`src/shared/msc_pkg.sv`:
```
// package: constants and types for the multimode serial channel
package msc_pkg;
    // core clock is reference times eight
    localparam int CLK_HZ = 10_000_000;
    localparam int REF_HZ = 6_000_000;
    localparam int PLL_MULT = 8;
    localparam int CORE_HZ = REF_HZ * PLL_MULT;
    localparam int MS_TIME_US = 1000;
    localparam int RST_HOLD_US = 5000;
    localparam int MS_CYC = (CLK_HZ / 1_000_000) * MS_TIME_US;
    localparam int RST_HOLD_CYC = (CLK_HZ / 1_000_000) * RST_HOLD_US;
    // register byte offsets
    localparam logic [7:0] OFF_CTRL = 8'h00;
    localparam logic [7:0] OFF_DIV = 8'h04;
    localparam logic [7:0] OFF_TMO = 8'h08;
    localparam logic [7:0] OFF_DIR = 8'h0c;
    localparam logic [7:0] OFF_TXD = 8'h10;
    localparam logic [7:0] OFF_RXD = 8'h14;
    localparam logic [7:0] OFF_STAT = 8'h18;
    // control field positions
    localparam int C_FLOW = 2;
    localparam int C_DATA7 = 4;
    localparam int C_BRK = 5;
    localparam int C_RTS = 6;
    localparam int C_DTR = 7;
    localparam int C_CFG = 8;
    localparam int CFG_W = 7;
    localparam int CFG_WAKE = 0;
    localparam int CFG_USB2 = 3;
    localparam int D_FRAC = 16;
    // status field positions (write one to clear)
    localparam int S_OVR = 3;
    localparam int S_BRK = 4;
    localparam int S_FLUSH = 5;
    // reset values and fixed codes
    localparam logic [14:0] DIV_RST = 15'h001a;
    localparam logic [14:0] DIV_MIN = 15'h0002;
    localparam logic [14:0] DIV_MAX = 15'h4000;
    localparam logic [7:0] TMO_RST = 8'h10;
    localparam logic [7:0] XON_CHAR = 8'h11;
    localparam logic [7:0] XOFF_CHAR = 8'h13;
    localparam logic [7:0] SER_OE = 8'h15;
    localparam logic [3:0] OVS_LAST = 4'hf;
    localparam logic [3:0] OVS_MID = 4'h7;
    localparam logic [15:0] DESC_USB11 = 16'h0110;
    localparam logic [15:0] DESC_USB20 = 16'h0200;
    typedef enum logic [1:0] {
        MODE_SERIAL = 2'b00, MODE_ABB = 2'b01, MODE_SBB = 2'b10, MODE_FIFO = 2'b11
    } msc_mode_t;
    typedef enum logic [1:0] {
        FLOW_NONE = 2'b00, FLOW_RTSCTS = 2'b01, FLOW_DTRDSR = 2'b10, FLOW_XON = 2'b11
    } msc_flow_t;
    typedef enum logic [1:0] {
        RX_IDLE = 2'b00, RX_START = 2'b01, RX_DATA = 2'b10, RX_STOP = 2'b11
    } msc_rx_t;
endpackage

```
`src/shared/msc_rate_if.sv`:
```
// interface: divisor settings and rate tick between channel and prescaler
`timescale 1ns/1ps
interface msc_rate_if;
    logic [14:0] div_int;
    logic [2:0] div_frac;
    logic run;
    logic tick;
    modport pre (input div_int, input div_frac, input run, output tick);
    modport user (output div_int, output div_frac, output run, input tick);
endinterface

```
`src/logic/msc_channel.sv`:
```
// one serial / bit-bang channel with flush timer and reset output
//
// Local design decisions: register access over Avalon-MM and the register addresses.
`timescale 1ns/1ps
// How it works
// (RULE1) flush timeout settable 1 to 255 ms
// (RULE2) prescaler divides by n plus eighths
// (RULE3) bit-bang turns data lines into IO port
// (RULE4) async bit-bang paces bytes by rate timer
// (RULE5) enhanced bit-bang exports read/write strobes
// (RULE6) sync bit-bang samples only on output write
// (RULE7) serial frames with seven or eight bits
// (RULE8) modem control and status lines provided
// (RULE9) line driver enable while transmitting
// (RULE10) hardware RTS/CTS, DSR/DTR, XON/XOFF flow
// (RULE11) send break and detect received break
// (RULE12) working clock is reference times eight
// (RULE13) reset output floats about 5 ms first
// (RULE14) external reset low forces reset output low
// (RULE15) bus reset leaves reset output alone
// (RULE16) external reset input may stay unconnected
// (RULE17) config selects serial or FIFO modes
// (RULE18) config holds wakeup, iso, pulldown, descriptor
// (RULE19) usb 2.0 descriptor at full speed
// (RULE20) switched supply only after enumeration
// (RULE21) bus emulation joins both channels' buses
// (RULE22) peripheral paces isolated four-wire link
// (RULE23) send-now strobe flushes receive buffer
// (RULE24) each channel keeps independent state
module msc_channel #(
    parameter int MS_CYCLES = msc_pkg::MS_CYC,
    parameter int RST_HOLD_CYCLES = msc_pkg::RST_HOLD_CYC
) (
    input wire logic clock_in,
    input wire logic rst_in,
    input wire logic ce_in,
    input wire logic [7:0] avs_address_in,
    input wire logic avs_read_in,
    input wire logic avs_write_in,
    input wire logic [31:0] avs_writedata_in,
    input wire logic [3:0] avs_byteenable_in,
    output logic [31:0] avs_readdata_out,
    output logic avs_waitrequest_out,
    input wire logic [7:0] pin_in,
    output logic [7:0] pin_out,
    output logic [7:0] pin_oe_out,
    output logic wr_strobe_n_out,
    output logic rd_strobe_n_out,
    output logic line_driver_enable_out,
    input wire logic send_now_wake_n_in,
    input wire logic usb_suspended_in,
    input wire logic usb_configured_in,
    input wire logic usb_bus_reset_in,
    output logic rx_flush_out,
    output logic wake_request_out,
    output logic switched_supply_out,
    input wire logic ext_reset_in_n,
    output logic reset_out_n_out,
    output logic reset_out_n_oe_out,
    output logic [6:0] cfg_out,
    output logic [15:0] desc_version_out
);
    // all state; instances share nothing [RULE24]
    typedef struct packed {
        logic ack;
        logic [31:0] rdata;
        msc_pkg::msc_mode_t mode;
        msc_pkg::msc_flow_t flow;
        logic data7;
        logic brk;
        logic rts;
        logic dtr;
        logic [6:0] cfg;
        logic [14:0] div_int;
        logic [2:0] div_frac;
        logic [7:0] tmo;
        logic [7:0] dir;
        logic [7:0] txh;
        logic txh_v;
        logic [7:0] rxh;
        logic rxh_v;
        logic ovr;
        logic brk_det;
        logic flush;
        logic xoff;
        logic tx_busy;
        logic [3:0] txs;
        logic [3:0] txbits;
        logic [9:0] txsh;
        msc_pkg::msc_rx_t rxst;
        logic [3:0] rxs;
        logic [3:0] rxbit;
        logic [7:0] rxsh;
        logic [7:0] pout;
        logic [7:0] oe;
        logic wr_p;
        logic rd_p;
        logic flush_p;
        logic wake_p;
        logic sn_prev;
        logic [15:0] mscnt;
        logic [7:0] mselap;
        logic [15:0] rstcnt;
        logic rst_done;
        logic rout;
        logic roe;
        logic sw;
    } msc_st_t;

    msc_st_t q;
    msc_st_t d;
    msc_st_t keep;
    logic tick;
    logic acc_wr;
    logic acc_rd;
    logic [31:0] ctrl_word;
    logic [31:0] stat_word;
    logic [31:0] rv;
    logic [31:0] w;
    logic tx_ok;
    logic txd;
    logic rx_new;
    logic [7:0] rx_byte;
    logic [7:0] tmo_eff;
    logic [3:0] nbits;

    msc_rate_if rate ();

    function automatic msc_st_t msc_init();
        msc_st_t s;
        s = '0;
        s.div_int = msc_pkg::DIV_RST;
        s.tmo = msc_pkg::TMO_RST;
        s.sn_prev = 1'b1;
        s.rout = 1'b1;
        return s;
    endfunction

    function automatic logic [31:0] msc_merge(input logic [31:0] old, input logic [31:0] nw,
                                              input logic [3:0] be);
        logic [31:0] r;
        for (int i = 0; i < 4; i++) begin
            r[i*8 +: 8] = be[i] ? nw[i*8 +: 8] : old[i*8 +: 8];
        end
        return r;
    endfunction

    // rate timer: uart at 16 ticks a bit, bit-bang pacing [RULE12]
    msc_prescaler u_pre (
        .clock_in(clock_in),
        .rst_in(rst_in),
        .ce_in(ce_in),
        .rate(rate)
    );

    assign rate.div_int = q.div_int;
    assign rate.div_frac = q.div_frac;
    assign rate.run = (q.mode != msc_pkg::MODE_FIFO);
    assign tick = rate.tick;

    assign ctrl_word = {17'h0_0000, q.cfg, q.dtr, q.rts, q.brk, q.data7, q.flow, q.mode};
    // modem status lines are active low at the pins [RULE8]
    assign stat_word = {20'h0_0000, q.rst_done, ~pin_in[7], ~pin_in[6], ~pin_in[5], ~pin_in[3],
                        q.xoff, q.flush, q.brk_det, q.ovr, q.rxh_v, q.txh_v, q.tx_busy};

    always_comb begin
        d = q;
        keep = q;
        rx_new = 1'b0;
        rx_byte = 8'h00;
        w = 32'h0000_0000;
        acc_wr = q.ack & avs_write_in;
        acc_rd = q.ack & avs_read_in;
        tmo_eff = (q.tmo == 8'h00) ? 8'h01 : q.tmo;
        nbits = q.data7 ? 4'h6 : 4'h7;
        d.wr_p = 1'b0;
        d.rd_p = 1'b0;
        d.flush_p = 1'b0;
        d.wake_p = 1'b0;

        // answer one cycle after the request
        d.ack = (avs_read_in | avs_write_in) & !q.ack;
        case (avs_address_in)
            msc_pkg::OFF_CTRL: rv = ctrl_word;
            msc_pkg::OFF_DIV: rv = {13'h0000, q.div_frac, 1'b0, q.div_int};
            msc_pkg::OFF_TMO: rv = {24'h00_0000, q.tmo};
            msc_pkg::OFF_DIR: rv = {24'h00_0000, q.dir};
            msc_pkg::OFF_TXD: rv = {24'h00_0000, q.txh};
            msc_pkg::OFF_RXD: rv = {24'h00_0000, q.rxh};
            msc_pkg::OFF_STAT: rv = stat_word;
            default: rv = 32'h0000_0000;
        endcase
        d.rdata = rv;

        if (acc_wr) begin
            w = msc_merge(rv, avs_writedata_in, avs_byteenable_in);
            case (avs_address_in)
                msc_pkg::OFF_CTRL: begin
                    // mode and stored config [RULE17] [RULE18]
                    d.mode = msc_pkg::msc_mode_t'(w[1:0]);
                    d.flow = msc_pkg::msc_flow_t'(w[msc_pkg::C_FLOW +: 2]);
                    d.data7 = w[msc_pkg::C_DATA7];
                    d.brk = w[msc_pkg::C_BRK];
                    d.rts = w[msc_pkg::C_RTS];
                    d.dtr = w[msc_pkg::C_DTR];
                    d.cfg = w[msc_pkg::C_CFG +: msc_pkg::CFG_W];
                end
                msc_pkg::OFF_DIV: begin
                    d.div_int = w[14:0]; // [RULE2]
                    d.div_frac = w[msc_pkg::D_FRAC +: 3];
                end
                msc_pkg::OFF_TMO: d.tmo = w[7:0]; // [RULE1]
                msc_pkg::OFF_DIR: d.dir = w[7:0]; // [RULE3]
                msc_pkg::OFF_TXD: begin
                    // full holding register refuses
                    if (avs_byteenable_in[0] && !q.txh_v) begin
                        d.txh = avs_writedata_in[7:0];
                        d.txh_v = 1'b1;
                    end
                end
                msc_pkg::OFF_STAT: begin
                    if (avs_byteenable_in[0]) begin
                        d.ovr = q.ovr & !avs_writedata_in[msc_pkg::S_OVR];
                        d.brk_det = q.brk_det & !avs_writedata_in[msc_pkg::S_BRK];
                        d.flush = q.flush & !avs_writedata_in[msc_pkg::S_FLUSH];
                    end
                end
                default: begin
                end
            endcase
        end
        if (acc_rd && avs_address_in == msc_pkg::OFF_RXD) begin
            d.rxh_v = 1'b0;
        end

        // flow permission, checked at frame start [RULE10]
        tx_ok = 1'b1;
        case (q.flow)
            msc_pkg::FLOW_RTSCTS: tx_ok = !pin_in[3];
            msc_pkg::FLOW_DTRDSR: tx_ok = !pin_in[5];
            msc_pkg::FLOW_XON: tx_ok = !q.xoff;
            default: tx_ok = 1'b1;
        endcase

        case (q.mode)
            msc_pkg::MODE_SERIAL: begin
                // tx: start, data, one stop, 16 ticks each [RULE7]
                if (!q.tx_busy) begin
                    if (tick && q.txh_v && tx_ok) begin
                        d.tx_busy = 1'b1;
                        d.txsh = q.data7 ? {2'b11, q.txh[6:0], 1'b0} : {1'b1, q.txh, 1'b0};
                        d.txbits = q.data7 ? 4'h9 : 4'ha;
                        d.txs = 4'h0;
                        d.txh_v = 1'b0;
                    end
                end else if (tick) begin
                    d.txs = q.txs + 4'h1;
                    if (q.txs == msc_pkg::OVS_LAST) begin
                        d.txsh = {1'b1, q.txsh[9:1]};
                        d.txbits = q.txbits - 4'h1;
                        if (q.txbits == 4'h1) begin
                            d.tx_busy = 1'b0;
                        end
                    end
                end
                // receiver samples mid-bit from the start edge [RULE7]
                if (tick) begin
                    d.rxs = q.rxs + 4'h1;
                    case (q.rxst)
                        msc_pkg::RX_IDLE: begin
                            d.rxs = 4'h0;
                            if (!pin_in[1]) begin
                                d.rxst = msc_pkg::RX_START;
                            end
                        end
                        msc_pkg::RX_START: begin
                            if (q.rxs == msc_pkg::OVS_MID) begin
                                d.rxs = 4'h0;
                                d.rxbit = 4'h0;
                                d.rxst = pin_in[1] ? msc_pkg::RX_IDLE : msc_pkg::RX_DATA;
                            end
                        end
                        msc_pkg::RX_DATA: begin
                            if (q.rxs == msc_pkg::OVS_LAST) begin
                                d.rxsh = {pin_in[1], q.rxsh[7:1]};
                                d.rxbit = q.rxbit + 4'h1;
                                if (q.rxbit == nbits) begin
                                    d.rxst = msc_pkg::RX_STOP;
                                end
                            end
                        end
                        msc_pkg::RX_STOP: begin
                            if (q.rxs == msc_pkg::OVS_LAST) begin
                                d.rxst = msc_pkg::RX_IDLE;
                                rx_byte = q.data7 ? {1'b0, q.rxsh[7:1]} : q.rxsh;
                                if (!pin_in[1] && rx_byte == 8'h00) begin
                                    d.brk_det = 1'b1; // [RULE11]
                                end else if (q.flow == msc_pkg::FLOW_XON && rx_byte == msc_pkg::XOFF_CHAR) begin
                                    d.xoff = 1'b1; // [RULE10]
                                end else if (q.flow == msc_pkg::FLOW_XON && rx_byte == msc_pkg::XON_CHAR) begin
                                    d.xoff = 1'b0; // [RULE10]
                                end else begin
                                    rx_new = 1'b1;
                                end
                            end
                        end
                        default: d.rxst = msc_pkg::RX_IDLE;
                    endcase
                end
                // break holds the line low over any frame [RULE11]
                txd = q.brk ? 1'b0 : (q.tx_busy ? q.txsh[0] : 1'b1);
                // auto handshake drops while rx byte unread [RULE10] [RULE8]
                d.pout = {3'b000,
                          (q.flow == msc_pkg::FLOW_DTRDSR) ? q.rxh_v : !q.dtr,
                          1'b0,
                          (q.flow == msc_pkg::FLOW_RTSCTS) ? q.rxh_v : !q.rts,
                          1'b0, txd};
                d.oe = msc_pkg::SER_OE;
            end
            msc_pkg::MODE_ABB: begin
                // each tick reads port, writes next byte if one is held [RULE4] [RULE5]
                if (tick) begin
                    if (q.txh_v) begin
                        d.pout = q.txh;
                        d.txh_v = 1'b0;
                        d.wr_p = 1'b1;
                    end
                    rx_new = 1'b1;
                    rx_byte = pin_in;
                    d.rd_p = 1'b1;
                end
                d.oe = q.dir; // [RULE3]
            end
            msc_pkg::MODE_SBB: begin
                // port read only with an output write [RULE6] [RULE5]
                if (tick && q.txh_v) begin
                    d.pout = q.txh;
                    d.txh_v = 1'b0;
                    d.wr_p = 1'b1;
                    rx_new = 1'b1;
                    rx_byte = pin_in;
                    d.rd_p = 1'b1;
                end
                d.oe = q.dir; // [RULE3]
            end
            default: begin
                // fifo path lives outside
                d.oe = 8'h00;
            end
        endcase
        if (q.mode != msc_pkg::MODE_SERIAL) begin
            d.tx_busy = 1'b0;
            d.rxst = msc_pkg::RX_IDLE;
        end

        // new byte overwrites unread one, flags loss; set wins
        if (rx_new) begin
            d.ovr = d.ovr | q.rxh_v;
            d.rxh = rx_byte;
            d.rxh_v = 1'b1;
        end

        // flush timer counts ms while a byte is held [RULE1]
        if (!q.rxh_v || rx_new) begin
            d.mscnt = 16'h0000;
            d.mselap = 8'h00;
        end else if (q.mscnt == 16'(MS_CYCLES - 1)) begin
            d.mscnt = 16'h0000;
            if ({1'b0, q.mselap} + 9'h001 >= {1'b0, tmo_eff}) begin
                d.mselap = 8'h00;
                d.flush_p = 1'b1;
                d.flush = 1'b1;
            end else begin
                d.mselap = q.mselap + 8'h01;
            end
        end else begin
            d.mscnt = q.mscnt + 16'h0001;
        end

        // send-now: wake if suspended with wakeup enabled, else flush [RULE23] [RULE18]
        d.sn_prev = send_now_wake_n_in;
        if (q.sn_prev && !send_now_wake_n_in) begin
            if (usb_suspended_in && q.cfg[msc_pkg::CFG_WAKE]) begin
                d.wake_p = 1'b1;
            end else begin
                d.flush_p = 1'b1;
                d.flush = 1'b1;
            end
        end

        // supply switch follows enumeration only [RULE20]
        d.sw = usb_configured_in;

        // reset output floats for the hold time [RULE13]
        if (!q.rst_done) begin
            d.rstcnt = q.rstcnt + 16'h0001;
            if (q.rstcnt == 16'(RST_HOLD_CYCLES - 1)) begin
                d.rst_done = 1'b1;
            end
        end
        // ext reset holds the output low [RULE14]
        d.rout = ext_reset_in_n;
        d.roe = d.rst_done | !ext_reset_in_n;

        // bus reset drops data, not the reset output [RULE15]
        if (usb_bus_reset_in) begin
            d.txh_v = 1'b0;
            d.rxh_v = 1'b0;
            d.tx_busy = 1'b0;
            d.rxst = msc_pkg::RX_IDLE;
        end

        // ext reset reinits all but the reset generator, send-now edge flop and supply switch [RULE14]
        if (!ext_reset_in_n) begin
            keep = d;
            d = msc_init();
            d.rstcnt = keep.rstcnt;
            d.rst_done = keep.rst_done;
            d.rout = keep.rout;
            d.roe = keep.roe;
            d.sn_prev = keep.sn_prev;
            d.sw = keep.sw;
        end
    end

    always_ff @(posedge clock_in) begin
        if (rst_in) begin
            q <= msc_init();
        end else if (ce_in) begin
            q <= d;
        end
    end

    // wait for the answer flop and clock enable
    assign avs_waitrequest_out = (avs_read_in | avs_write_in) & !(q.ack & ce_in);
    assign avs_readdata_out = q.rdata;
    assign pin_out = q.pout;
    assign pin_oe_out = q.oe;
    assign wr_strobe_n_out = !q.wr_p; // [RULE5]
    assign rd_strobe_n_out = !q.rd_p; // [RULE5]
    assign line_driver_enable_out = q.tx_busy; // [RULE9]
    assign rx_flush_out = q.flush_p;
    assign wake_request_out = q.wake_p;
    assign switched_supply_out = q.sw;
    assign reset_out_n_out = q.rout;
    assign reset_out_n_oe_out = q.roe;
    // bit six joins the partner in bus emulation [RULE21]
    assign cfg_out = q.cfg;
    // descriptor version changes, speed stays full [RULE19]
    assign desc_version_out = q.cfg[msc_pkg::CFG_USB2] ? msc_pkg::DESC_USB20 : msc_pkg::DESC_USB11;
endmodule

```
`src/logic/msc_prescaler.sv`:
```
// fractional prescaler: one tick per n plus eighths
`timescale 1ns/1ps
module msc_prescaler (
    input wire logic clock_in,
    input wire logic rst_in,
    input wire logic ce_in,
    msc_rate_if.pre rate
);
    typedef struct packed {
        logic [14:0] cnt;
        logic [2:0] acc;
        logic tick;
    } msc_pre_st_t;
    msc_pre_st_t q;
    msc_pre_st_t d;
    logic [14:0] n;
    logic [3:0] sum;

    always_comb begin
        d = q;
        n = rate.div_int;
        if (rate.div_int < msc_pkg::DIV_MIN) begin
            n = msc_pkg::DIV_MIN;
        end else if (rate.div_int > msc_pkg::DIV_MAX) begin
            n = msc_pkg::DIV_MAX;
        end
        sum = {1'b0, q.acc} + {1'b0, rate.div_frac};
        d.tick = 1'b0;
        if (!rate.run) begin
            d.cnt = 15'h0000;
            d.acc = 3'h0;
        end else if (q.cnt == 15'h0000) begin
            // each eighths carry adds a cycle [RULE2]
            d.tick = 1'b1;
            d.acc = sum[2:0];
            d.cnt = n - 15'h0001 + {14'h0000, sum[3]};
        end else begin
            d.cnt = q.cnt - 15'h0001;
        end
    end

    assign rate.tick = q.tick;

    always_ff @(posedge clock_in) begin
        if (rst_in) begin
            q <= '0;
        end else if (ce_in) begin
            q <= d;
        end
    end
endmodule

```
`config.mk`:
```
export PLATFORM = sky130hd
export DESIGN_NAME = msc_channel
export DESIGN_NICKNAME = d
export VERILOG_FILES = /design/src/shared/msc_pkg.sv /design/src/shared/msc_rate_if.sv /design/src/logic/msc_channel.sv /design/src/logic/msc_prescaler.sv
export SDC_FILE = /design/constraint.sdc
export NUM_CORES = 1
export LEC_CHECK = 0
export BUFFER_PORTS_ARGS = -buffer_cell sky130_fd_sc_hd__buf_4
export CAP_MARGIN = 25
export CORE_MARGIN = 5
export CORE_UTILIZATION = 40
export CTS_BUF_LIST = sky130_fd_sc_hd__clkbuf_2 sky130_fd_sc_hd__clkbuf_4 sky130_fd_sc_hd__clkbuf_8
export CTS_CLUSTER_DIAMETER = 50
export CTS_CLUSTER_SIZE = 10
export DETAILED_ROUTE_END_ITERATION = 6
export PLACE_DENSITY = 0.58
export SLEW_MARGIN = 5
export SYNTH_ARGS = -nofsm -noshare
export SYNTH_HDL_FRONTEND = slang
export SYNTH_SLANG_ARGS = --single-unit
```
`constraint.sdc`:
```
create_clock -name clock_in -period 4 [get_ports clock_in]
set_input_delay 0.4 -clock clock_in [delete_from_list [all_inputs] [get_ports clock_in]]
set_output_delay 0.4 -clock clock_in [all_outputs]
set_load 0.01 [all_outputs]
```
==> results of run 1 <==
==> registers in the layout, summed over array words and instances (netlist names) <==
| signal | count |
|---|---|
| cfg_out | 7 |
| u_pre.rate.tick | 1 |
| wake_request_out | 1 |
| rate.div_frac | 3 |
| line_driver_enable_out | 1 |
| u_pre.q | 18 |
| rate.div_int | 15 |
| reset_out_n_oe_out | 1 |
| q | 119 |
| ctrl_word | 8 |
| pin_out | 8 |
| rx_flush_out | 1 |
| reset_out_n_out | 1 |
| switched_supply_out | 1 |
| pin_oe_out | 8 |
| avs_readdata_out | 18 |
==> per-stage QoR <==
step / area, µm² / std cells / setup WS (ns) / utilization
final: 13000 / 1875 / 0.7541 / 0.4504
after detailed placement: 12280 / 1823 / 0.8564 / 0.4256
after global placement: 12280 / 1823 / 0.8793 / 0.4256
after CTS: 12990 / 1874 / 0.8201 / 0.4501
after global routing: 13000 / 1875 / 0.3406 / 0.4504
after floorplan: 11830 / 1485 / 1.137 / -
==> worst min-delay path by stage <==
stage | startpoint | end | slack [ns] | cells after the start
after floorplan | q[108]$_SDFFE_PP0P_ | q[108]$_SDFFE_PP0P_ | 0.43 | 1
after global placement | q[90]$_SDFFE_PP0P_ | q[90]$_SDFFE_PP0P_ | 0.44 | 2
after detailed placement | q[88]$_SDFFE_PP0P_ | q[88]$_SDFFE_PP0P_ | 0.45 | 2
after CTS | avs_writedata_in[7] | q[123]$_SDFFE_PP0P_ | 0.01 | 3
after global routing | send_now_wake_n_in | q[44]$_SDFFE_PP1P_ | 0.03 | 3
final | avs_writedata_in[2] | q[118]$_SDFFE_PP0P_ | 0.05 | 3
==> cell usage in the layout (no fill, tap or decap), types with 11 or more instances in the layout <==
cell / synthesis / layout
nand4_1: 25 / 25
a22o_1: 17 / 17
nand3_1: 76 / 76
xnor2_1: 17 / 17
a31oi_1: 15 / 15
nand3b_1: 11 / 11
a22oi_1: 29 / 29
buf_4: 71 / 115
nor2b_1: 11 / 11
nand2_1: 140 / 140
or3_1: 14 / 14
o211ai_1: 12 / 12
nor3_1: 41 / 41
nand2b_1: 15 / 15
o2bb2ai_1: 11 / 11
and3_1: 17 / 17
mux2i_1: 28 / 28
o21ai_0: 72 / 72
a21oi_1: 98 / 98
dfxtp_1: 211 / 211
inv_1: 48 / 47
a21o_1: 20 / 20
conb_1: 1 / 27
xor2_1: 21 / 21
nor4_1: 13 / 13
o31ai_1: 20 / 20
ha_1: 26 / 26
nor2_1: 134 / 134
clkbuf_8: 0 / 36
==> layout make-up <==
class | instances | area, µm²
fillers | 2910 | 15860
multi-input cells | 1063 | 6513
flip-flops and latches | 211 | 4224
repair buffers | 116 | 883.3
clock buffers | 39 | 518.0
well taps | 384 | 480.5
clock inverters | 12 | 191.4
inverters | 50 | 187.7
==> power by group <==
part | switching [W] | internal, W
Combinational | 0.000521 | 0.000274
Clock | 0.000890 | 0.00117
Sequential | 0.0000634 | 0.00217
==> critical path, stage by stage (launching register included) <==
cell      delay (ns)
dfxtp_1         0.39
nor4_1          0.58
or4b_4          0.57
nand3_1         0.11
ha_1            0.18
ha_1            0.37
inv_1           0.16
o41ai_1         0.26
a21oi_1         0.09
a221oi_1        0.31
a21oi_1         0.07
nor2_1          0.09
==> layer usage <==
layer  global-route usage  wire [µm]  part of all wire  vias to the layer above
met5                    0          0                 0                        -
met3              0.03620       2174             0.060                       61
met4              0.06545       1008             0.028                        0
met1               0.2898      16450              0.45                     5122
li1                     -          -                 -                     5192
met2               0.3439      16890              0.46                      309
==> kinds of logic after synthesis <==
family,Yosys count,synth area share
other cells,1,0.0003195
flops,211,0.3599
compound gates,381,0.2155
xor+xnor,38,0.02836
buf+inv,211,0.09350
mux,42,0.04019
fa+ha+maj,27,0.02942
simple gates,548,0.2328
==> results.yml, run 1 <==
synthesis:
  synth.avg_cell_area_um2: 8.044
  ys_ff_latch: 211
  synth_ff_type: "dfxtp_1"
  yosysTopAreaCell: "dfxtp_1"
  syn_inst: 1459
  synth_area_um2: 11740
  synth_top_area_frac: 0.3599
  synth_edf_count: 0
  seq_area_frac_synth: 0.3599
  synthTopCellsByCount: "211 x dfxtp_1, 140 x nand2_1, 134 x nor2_1, 98 x a21oi_1, 76 x nand3_1"
  synth.area.top_cells: "dfxtp_1 36%, buf_4 4.5%, nand2_1 4.5%"
  yosys_warnings: 0
  async_reset_ff_frac: 0
  synth_cell_types: 84
  synth_most_common_cell: "dfxtp_1"
global_routing:
  antenna_found_initial: 0
  track_usage: 0.2122
  grt_pass1_vias: 10170
  grt_max_degree: 102
  grt-ovfl-total: 0
  grt_pass1_wl_um: 57330
die:
  start_util: 0.4067
  die_area_um2: 32870
  die_w_um: 181.3
  std_cell_rows: 62
  io_pins: 142
  core-area_um2: 28860
  die_h_um: 181.3
sta:
  rsz0062_at_grt: "no"
  slew_viol_final: 0
  whs_ns: 0.04987
  fin_crit_ns: 3.246
  fmax_mhz: 308.1
  setup_viol: 0
  fin_setup_tns_ns: 0
  max_slew.worst_pin.slew_ns: 0.9788
  relSlewSlack: 0.3475
  final_hold_viol_count: 0
  skew_ns: 0.01718
  min_period_over_period: 0.8115
clocking:
  clk_latency_ns: 0.58
  cts_resized: 0
  clkTransAtPathRegs_ns: 0.08
  post_cts_buffers: 0
  ctsHtreeMaxLevel: 1
  cts_hold_buffers: 0
  cts-root-buf: "clkbuf_8"
  cts_buffer_depth: 3
  cts_inserted_buffers: 30
  cts_sinks: 211
  cts_tree: "yes"
critical_path:
  worstReg2RegStart: "rate.div_int[10]$_SDFFE_PP0P_"
  setup.worst_path.end: "u_pre.q[8]$_SDFFE_PP0P_"
  crit_type: "reg -> reg"
  cp-start-kind: "register"
  reg2regPathDepth: 11
  r2r-end: "u_pre.q[8]$_SDFFE_PP0P_"
  critPathRequiredTime_ns: 4.52
  path_max_fanout: 10
  reg2reg_setup_slack_ns: 0.75
  worstPathArrival_ns: 3.77
  crit_start: "rate.div_int[10]$_SDFFE_PP0P_"
  endpoint_kind: "register"
pwr:
  ir_drop_v: 0.0001953
  powerDensity_nw_per_um2: 390.9
  power_w: 0.005081
  p_leak_nw: 4.841
run_status:
  status: "finished with violations"
  violations: "DRC"
route:
  drc: 3
  dr.first_iter.drc_count: 946
  wl_um: 36520
  wl_per_cell_um: 19.48
  viasPerCell: 5.698
  vias: 10680
  dr.pass1.iters: 7
  antenna_left: 0
placed_design:
  io_buffers: 99
  dp_hpwl_um: 26150
  place.gp.congestion: 0.9448
min_path:
  worstHoldPathType: "in -> reg"
run:
  max_cap_violations: 0
final_layout:
  diodes: 0
  drive_gt1_frac: 0.1355
  area.growth.synth_to_final_pct: 10.75
  finalNetCount: 1561
Power figures use the tool's default switching activity.
==> run 2: changes to the inputs <==
--- a/config.mk
+++ b/config.mk
@@ -5,6 +5,7 @@
 export SDC_FILE = /design/constraint.sdc
 export NUM_CORES = 1
 export LEC_CHECK = 0
+export ABC_AREA = 1
 export BUFFER_PORTS_ARGS = -buffer_cell sky130_fd_sc_hd__buf_4
 export CAP_MARGIN = 25
 export CORE_MARGIN = 5
@@ -13,7 +14,7 @@
 export CTS_CLUSTER_DIAMETER = 50
 export CTS_CLUSTER_SIZE = 10
 export DETAILED_ROUTE_END_ITERATION = 6
-export PLACE_DENSITY = 0.58
+export PLACE_DENSITY = 0.61
 export SLEW_MARGIN = 5
 export SYNTH_ARGS = -nofsm -noshare
 export SYNTH_HDL_FRONTEND = slang
==> constraint.sdc (replaced) <==
create_clock -name clock_in -period 2.8 [get_ports clock_in]
set_input_delay 0.28 -clock clock_in [delete_from_list [all_inputs] [get_ports clock_in]]
set_output_delay 0.28 -clock clock_in [all_outputs]
set_load 0.01 [all_outputs]
==> results.yml, run 2 <==
run_status:
  status: "completed"
route:
  dr.first_iter.drc_count: 788
  highest_layer: "met4"
  dr.pass1.iters: 5
  routed-wl-met3_um: 2297
  wl_um: 35550
  wl_met2_um: 16120
  viasPerCell: 5.213
  antenna_left: 0
  met1Wirelength_um: 16190
  drc: 0
  wl_per_cell_um: 16.54
  vias: 11210
sta:
  rsz0062_at_grt: "no"
  skew_ns: 0.02340
  fin_crit_ns: 2.520
  relSlewSlack: 0.5898
  fin_setup_tns_ns: 0
  min_period_over_period: 0.9000
  setup_viol: 0
  slew_viol_final: 0
  max_slew.worst_pin.slew_ns: 0.6153
  final_hold_viol_count: 0
  fmax_mhz: 396.8
min_path:
  worstHoldStart: "avs_writedata_in[1]"
  worstHoldPathType: "in -> reg"
  min_to: "q[117]$_SDFFE_PP0P_"
  min_path_cells: 3
die:
  std_cell_rows: 62
  io_pins: 142
  die_h_um: 181.3
  die_area_um2: 32880
  core-area_um2: 28860
  start_util: 0.4069
  die_w_um: 181.3
synthesis:
  synth_most_common_cell: "nand2_1"
  synth_ff_type: "dfxtp_1"
  yosysTopAreaCell: "dfxtp_1"
  syn_inst: 1679
  seq_area_frac_synth: 0.3598
  ys_ff_latch: 211
  synth.area.top_cells: "dfxtp_1 36%, nand2_1 9.9%, a21oi_1 7.6%"
  synth_top_area_frac: 0.3598
  yosys_warnings: 0
  synth_area_um2: 11740
  synth_cell_types: 64
  synthTopCellsByCount: "311 x nand2_1, 211 x dfxtp_1, 179 x a21oi_1, 168 x inv_1, 166 x nor2_1"
  synth_edf_count: 0
  async_reset_ff_frac: 0
  synth.avg_cell_area_um2: 6.993
final_layout:
  largest_reg_flops: 119
  drive_gt1_frac: 0.1478
  finalNetCount: 1839
  finish.instance_area_um2: 13320
  diodes: 0
  layout_common_cells: "311 x nand2_1, 210 x dfxtp_1, 177 x a21oi_1"
  final_common_cell: "nand2_1"
  top_register: "q"
  area.growth.synth_to_final_pct: 13.48
pwr:
  p_comb_frac: 0.207
  powerDensity_nw_per_um2: 583.4
  p_int_w: 0.005343
  p_seq_frac: 0.427
  ir_drop_v: 0.0004156
  p_leak_nw: 5.316
  switching_share: 0.3127
  switchingPower_w: 0.002431
  clkPwrFrac: 0.366
clocking:
  cts_buffer_depth: 3
  cts-root-buf: "clkbuf_8"
  ctsHtreeMaxLevel: 1
  clk_latency_ns: 0.60
  cts_tree: "yes"
  cts_sinks: 211
  cts_inserted_buffers: 30
  clkTransAtPathRegs_ns: 0.07
critical_path:
  reg2regPathDepth: 14
  path_cells: "ha_1, nand2_1, nor2_2, xnor2_1, inv_1, ha_1, a21oi_1, o21a_1, nor2_1, nor2_1, nand3_1, nor3_2, a21oi_1, nor2_1"
  r2r-end: "q[22]$_SDFFE_PP0P_"
  critPathMostFrequentCell: "nor2_1"
  crit_type: "reg -> reg"
  reg2reg_setup_slack_ns: 0.28
  worstPathArrival_ns: 3.05
  max_stage_delay_ns: 0.37
  crit_family: "simple AND/OR/NAND/NOR gates"
  path_max_fanout: 5
  critPathRequiredTime_ns: 3.33
  endpoint_kind: "register"
  worst-path-buf-inv: 1
  crit_slowest_cell: "dfxtp_2"
  cp-start-kind: "register"
  worstReg2RegStart: "q[20]$_SDFFE_PP0P_"
run:
  max_cap_violations: 0
global_routing:
  track_usage: 0.2073
  grt-ovfl-total: 0
  grt_pass1_vias: 10420
  grt_max_degree: 108
  antenna_found_initial: 0
  grt_pass1_wl_um: 56170
placed_design:
  place.gp.congestion: 0.9612
  place_area_um2: 12540
  io_buffers: 99
  dp_hpwl_um: 26690
[run 2: cell count changes after synthesis, sizes merged, moves of 14 or more]
cell,change
nand2b,-15
and3,-17
a21oi,+84
a21o,-20
mux2i,-28
nor2,+53
nand2,+181
o31ai,-21
inv,+134
clkbuf,-23
or3,-17
a22o,-14
o21ai,+74
[run 2: layout make-up]
class,instances,area [µm²]
inverters,185,696.9
well taps,384,480.5
clock inverters,12,202.7
repair buffers,142,1124
multi-input cells,1180,6118
fillers,2998,15530
clock buffers,36,476.7
flip-flops and latches,211,4225
[run 2: worst max-delay path by stage]
stage                                       start                  endpoint  slack, ns  depth (start not counted)
floorplan                      q[20]$_SDFFE_PP0P_       q[103]$_SDFFE_PP0P_       0.51                         15
global placement               q[20]$_SDFFE_PP0P_       q[103]$_SDFFE_PP0P_       0.23                         15
detailed placement             q[20]$_SDFFE_PP0P_       q[103]$_SDFFE_PP0P_       0.17                         15
CTS                            q[20]$_SDFFE_PP0P_       q[103]$_SDFFE_PP0P_       0.16                         15
global route        rate.div_frac[2]$_SDFFE_PP0P_  u_pre.q[16]$_SDFFE_PP0P_       0.02                         13
finish                         q[20]$_SDFFE_PP0P_        q[22]$_SDFFE_PP0P_       0.28                         14
[run 2: per-layer routing]
metal / global-route usage / vias to the layer above
met5: 0 / -
met4: 0.05974 / 0
met3: 0.02976 / 73
met2: 0.3311 / 354
met1: 0.2922 / 5141
li1: - / 5640
[run 2: power groups by stage]
stage	sequential (W)	combinational, W	clock (W)
5_1_grt	0.00334	0.00183	0.00305
3_5_place_dp	0.00339	0.00159	0
2_1_floorplan	0.00334	0.00122	0
4_1_cts	0.00332	0.00161	0.00292
6_report	0.00332	0.00161	0.00284
3_3_place_gp	0.00339	0.00157	0
[run 2: cell families (layout without fill, tap and decap cells)]
family | after synthesis | count (layout) | share of synthesized area
compound gates | 425 | 425 | 0.2077
xor+xnor | 30 | 30 | 0.02238
fa+ha+maj | 27 | 27 | 0.02941
buf+inv | 314 | 375 | 0.1292
flops | 211 | 211 | 0.3598
other cells | 1 | 27 | 0.0003194
simple gates | 671 | 671 | 0.2513
[run 2: through the flow]
stage | hold WS, ns | instances | setup WS [ns] | utilization | power, W
2_1_floorplan | 0.4149 | 1705 | 0.5086 | - | 0.004558
3_3_place_gp | 0.4515 | 2093 | 0.2281 | 0.4347 | 0.004960
3_5_place_dp | 0.4538 | 2093 | 0.1679 | 0.4347 | 0.004973
4_1_cts | 0.006730 | 2149 | 0.1588 | 0.4610 | 0.007846
5_1_grt | 0.02512 | 2150 | 0.02061 | 0.4617 | 0.008222
6_report | 0.04087 | 2150 | 0.2800 | 0.4617 | 0.007774
[run 2: worst min-delay path, cell delays in order]
cell      delay [ns]
buf_4           0.14
a21oi_1         0.12
a211oi_1        0.05
[run 2: repair_timing]
item / 4_1_cts / 5_1_grt
hold endpoints to repair: 9 / 0
setup endpoints to repair: 0 / 11
resized for setup: 0 / 4
hold buffers: 8 / 0
setup buffers: 0 / 1
==> run 3: changes to the inputs <==
--- a/config.mk
+++ b/config.mk
@@ -8,13 +8,15 @@
 export ABC_AREA = 1
 export BUFFER_PORTS_ARGS = -buffer_cell sky130_fd_sc_hd__buf_4
 export CAP_MARGIN = 25
+export CELL_PAD_IN_SITES_DETAIL_PLACEMENT = 1
+export CELL_PAD_IN_SITES_GLOBAL_PLACEMENT = 1
 export CORE_MARGIN = 5
-export CORE_UTILIZATION = 40
+export CORE_UTILIZATION = 39
 export CTS_BUF_LIST = sky130_fd_sc_hd__clkbuf_2 sky130_fd_sc_hd__clkbuf_4 sky130_fd_sc_hd__clkbuf_8
 export CTS_CLUSTER_DIAMETER = 50
 export CTS_CLUSTER_SIZE = 10
 export DETAILED_ROUTE_END_ITERATION = 6
-export PLACE_DENSITY = 0.61
+export PLACE_DENSITY = 0.78
 export SLEW_MARGIN = 5
 export SYNTH_ARGS = -nofsm -noshare
 export SYNTH_HDL_FRONTEND = slang
==> constraint.sdc (replaced) <==
create_clock -name clock_in -period 2.13 [get_ports clock_in]
set_input_delay 0.213 -clock clock_in [delete_from_list [all_inputs] [get_ports clock_in]]
set_output_delay 0.213 -clock clock_in [all_outputs]
set_load 0.01 [all_outputs]
==> results.yml, run 3 (synthesis gave the netlist of run 2 again) <==
critical_path:
  crit_family: "simple AND/OR/NAND/NOR gates"
  reg2regPathDepth: 16
  cp-start-kind: "register"
  crit_type: "reg -> reg"
  crit_slowest_cell: "dfxtp_4"
  endpoint_kind: "register"
  path_cells: "buf_6, nand3_4, buf_4, xor2_2, inv_1, ha_1, nand2_1, o21a_1, nor2_2, nor2_2, nand3_4, inv_2, nand2_2, nor2_4, nand3b_1, nand2_1"
  critPathRequiredTime_ns: 2.60
  worst-path-buf-inv: 4
  cp.depth: 16
  path_max_fanout: 5
  max_stage_delay_ns: 0.37
  worstPathArrival_ns: 2.87
final_layout:
  diodes: 0
  layout_common_cells: "303 x nand2_1, 213 x buf_4, 201 x dfxtp_1"
  top_register: "q"
  regArea_um2: 4244
  finalNetCount: 1926
  largest_reg_flops: 119
  multi_input_area_um2: 6510
  area.growth.synth_to_final_pct: 22.30
  finish.instance_area_um2: 14360
  drive_gt1_frac: 0.2305
  final_common_cell: "nand2_1"
  n_fill_cell: 3782
run_status:
  violations: "setup timing"
  status: "finished with violations"
route:
  antenna_left: 0
  wl_um: 41560
  dr.pass1.iters: 5
  drc: 0
  viasPerCell: 5.408
  wl_per_cell_um: 18.50
  vias: 12150
  dr.first_iter.drc_count: 692
clocking:
  cts_sinks: 211
  cts_tree: "yes"
  cts-root-buf: "clkbuf_8"
  clkTransAtPathRegs_ns: 0.07
  cts_inserted_buffers: 34
  clk_latency_ns: 0.54
  ctsHtreeMaxLevel: 2
  cts_buffer_depth: 3
die:
  io_pins: 142
  std_cell_rows: 63
  die_w_um: 183.5
  die_h_um: 183.5
  core-area_um2: 29720
  start_util: 0.3951
  die_area_um2: 33680
global_routing:
  grt_pass1_wl_um: 65370
  antenna_found_initial: 0
  grt-ovfl-total: 0
  grt_max_degree: 108
  track_usage: 0.2364
  grt_pass1_vias: 12610
sta:
  whs_ns: 0.01833
  fin_crit_ns: 2.399
  rsz0062_at_grt: "yes"
  min_period_over_period: 1.126
  setup_viol: 14
  setup_slack_ns: -0.2686
  relSlewSlack: 0.5823
  fmax_mhz: 416.9
  final_hold_viol_count: 0
  max_slew.worst_pin.slew_ns: 0.6239
  skew_ns: 0.01478
  slew_viol_final: 0
placed_design:
  place_area_um2: 13180
  dp_hpwl_um: 30520
  place.gp.congestion: 0.9514
  io_buffers: 99
pwr:
  ir_drop_v: 0.0003712
  powerDensity_nw_per_um2: 727.1
  p_leak_nw: 5.754
min_path:
  min_path_cells: 3
  worstHoldPathType: "in -> reg"
run:
  max_cap_violations: 0
## run 3: report_power, final
group	switching [W]	leakage [nW]	internal, W
combinational	0.00152	3.69	0.000938
clock	0.00177	0.347	0.00185
sequential	0.000225	1.72	0.00415
## run 3: timing repair
| item | 4_1_cts | 5_1_grt |
|---|---|---|
| pin swaps | 28 | 38 |
| setup buffers | 5 | 3 |
| gates resized for setup | 41 | 61 |
| hold endpoints to repair | 9 | 0 |
| setup endpoints to repair | 23 | 68 |
| hold buffers | 8 | 0 |
## run 3: final timing paths
| path | startpoint | end | slack [ns] |
|---|---|---|---|
| setup / recovery | q[20]$_SDFFE_PP0P_ | q[20]$_SDFFE_PP0P_ | -0.27 |
| hold / removal | avs_writedata_in[10] | rate.div_int[10]$_SDFFE_PP0P_ | 0.02 |
| setup reg to reg | q[20]$_SDFFE_PP0P_ | q[20]$_SDFFE_PP0P_ | -0.27 |
| hold reg to reg | avs_readdata_out[6]$_SDFFE_PP0P_ | avs_readdata_out[6]$_SDFFE_PP0P_ | 0.47 |
## run 3: worst reg2reg max path: stages (launching register included)
cell      delay [ns]
dfxtp_4         0.37
buf_6           0.10
nand3_4         0.07
buf_4           0.15
xor2_2          0.15
inv_1           0.06
ha_1            0.32
nand2_1         0.13
o21a_1          0.17
nor2_2          0.04
nor2_2          0.15
nand3_4         0.14
inv_2           0.11
nand2_2         0.07
nor2_4          0.14
nand3b_1        0.09
nand2_1         0.07
## run 3: layout make-up
cell class,instances,share of cell area
Inverter,185,0.04905
Clock buffer,42,0.03851
Clock inverter,14,0.007668
Timing Repair Buffer,225,0.1219
Multi-Input combinational cell,1180,0.4533
Tap cell,390,0.03398
Sequential cell,211,0.2955
## run 3: layer usage
metal | up-vias | part of all wire | global-route usage
li1 | 5809 | - | -
met4 | 0 | 0.038 | 0.08671
met1 | 5908 | 0.43 | 0.3000
met3 | 104 | 0.051 | 0.04135
met5 | - | 0 | 0
met2 | 331 | 0.48 | 0.4031
## run 3: per-stage QoR
stage                 util  TNS [ns]  power [W]  cells  setup WS (ns)
finish              0.4832    -2.366    0.01044   2247        -0.2686
global route        0.4832    -4.553    0.01102   2247        -0.4032
CTS                 0.4755    -1.597    0.01044   2246        -0.1810
detailed placement  0.4436    -3.739   0.006733   2178        -0.3436
global placement    0.4436    -2.028   0.006667   2178        -0.2057
floorplan                -         0   0.005998   1705       0.003317
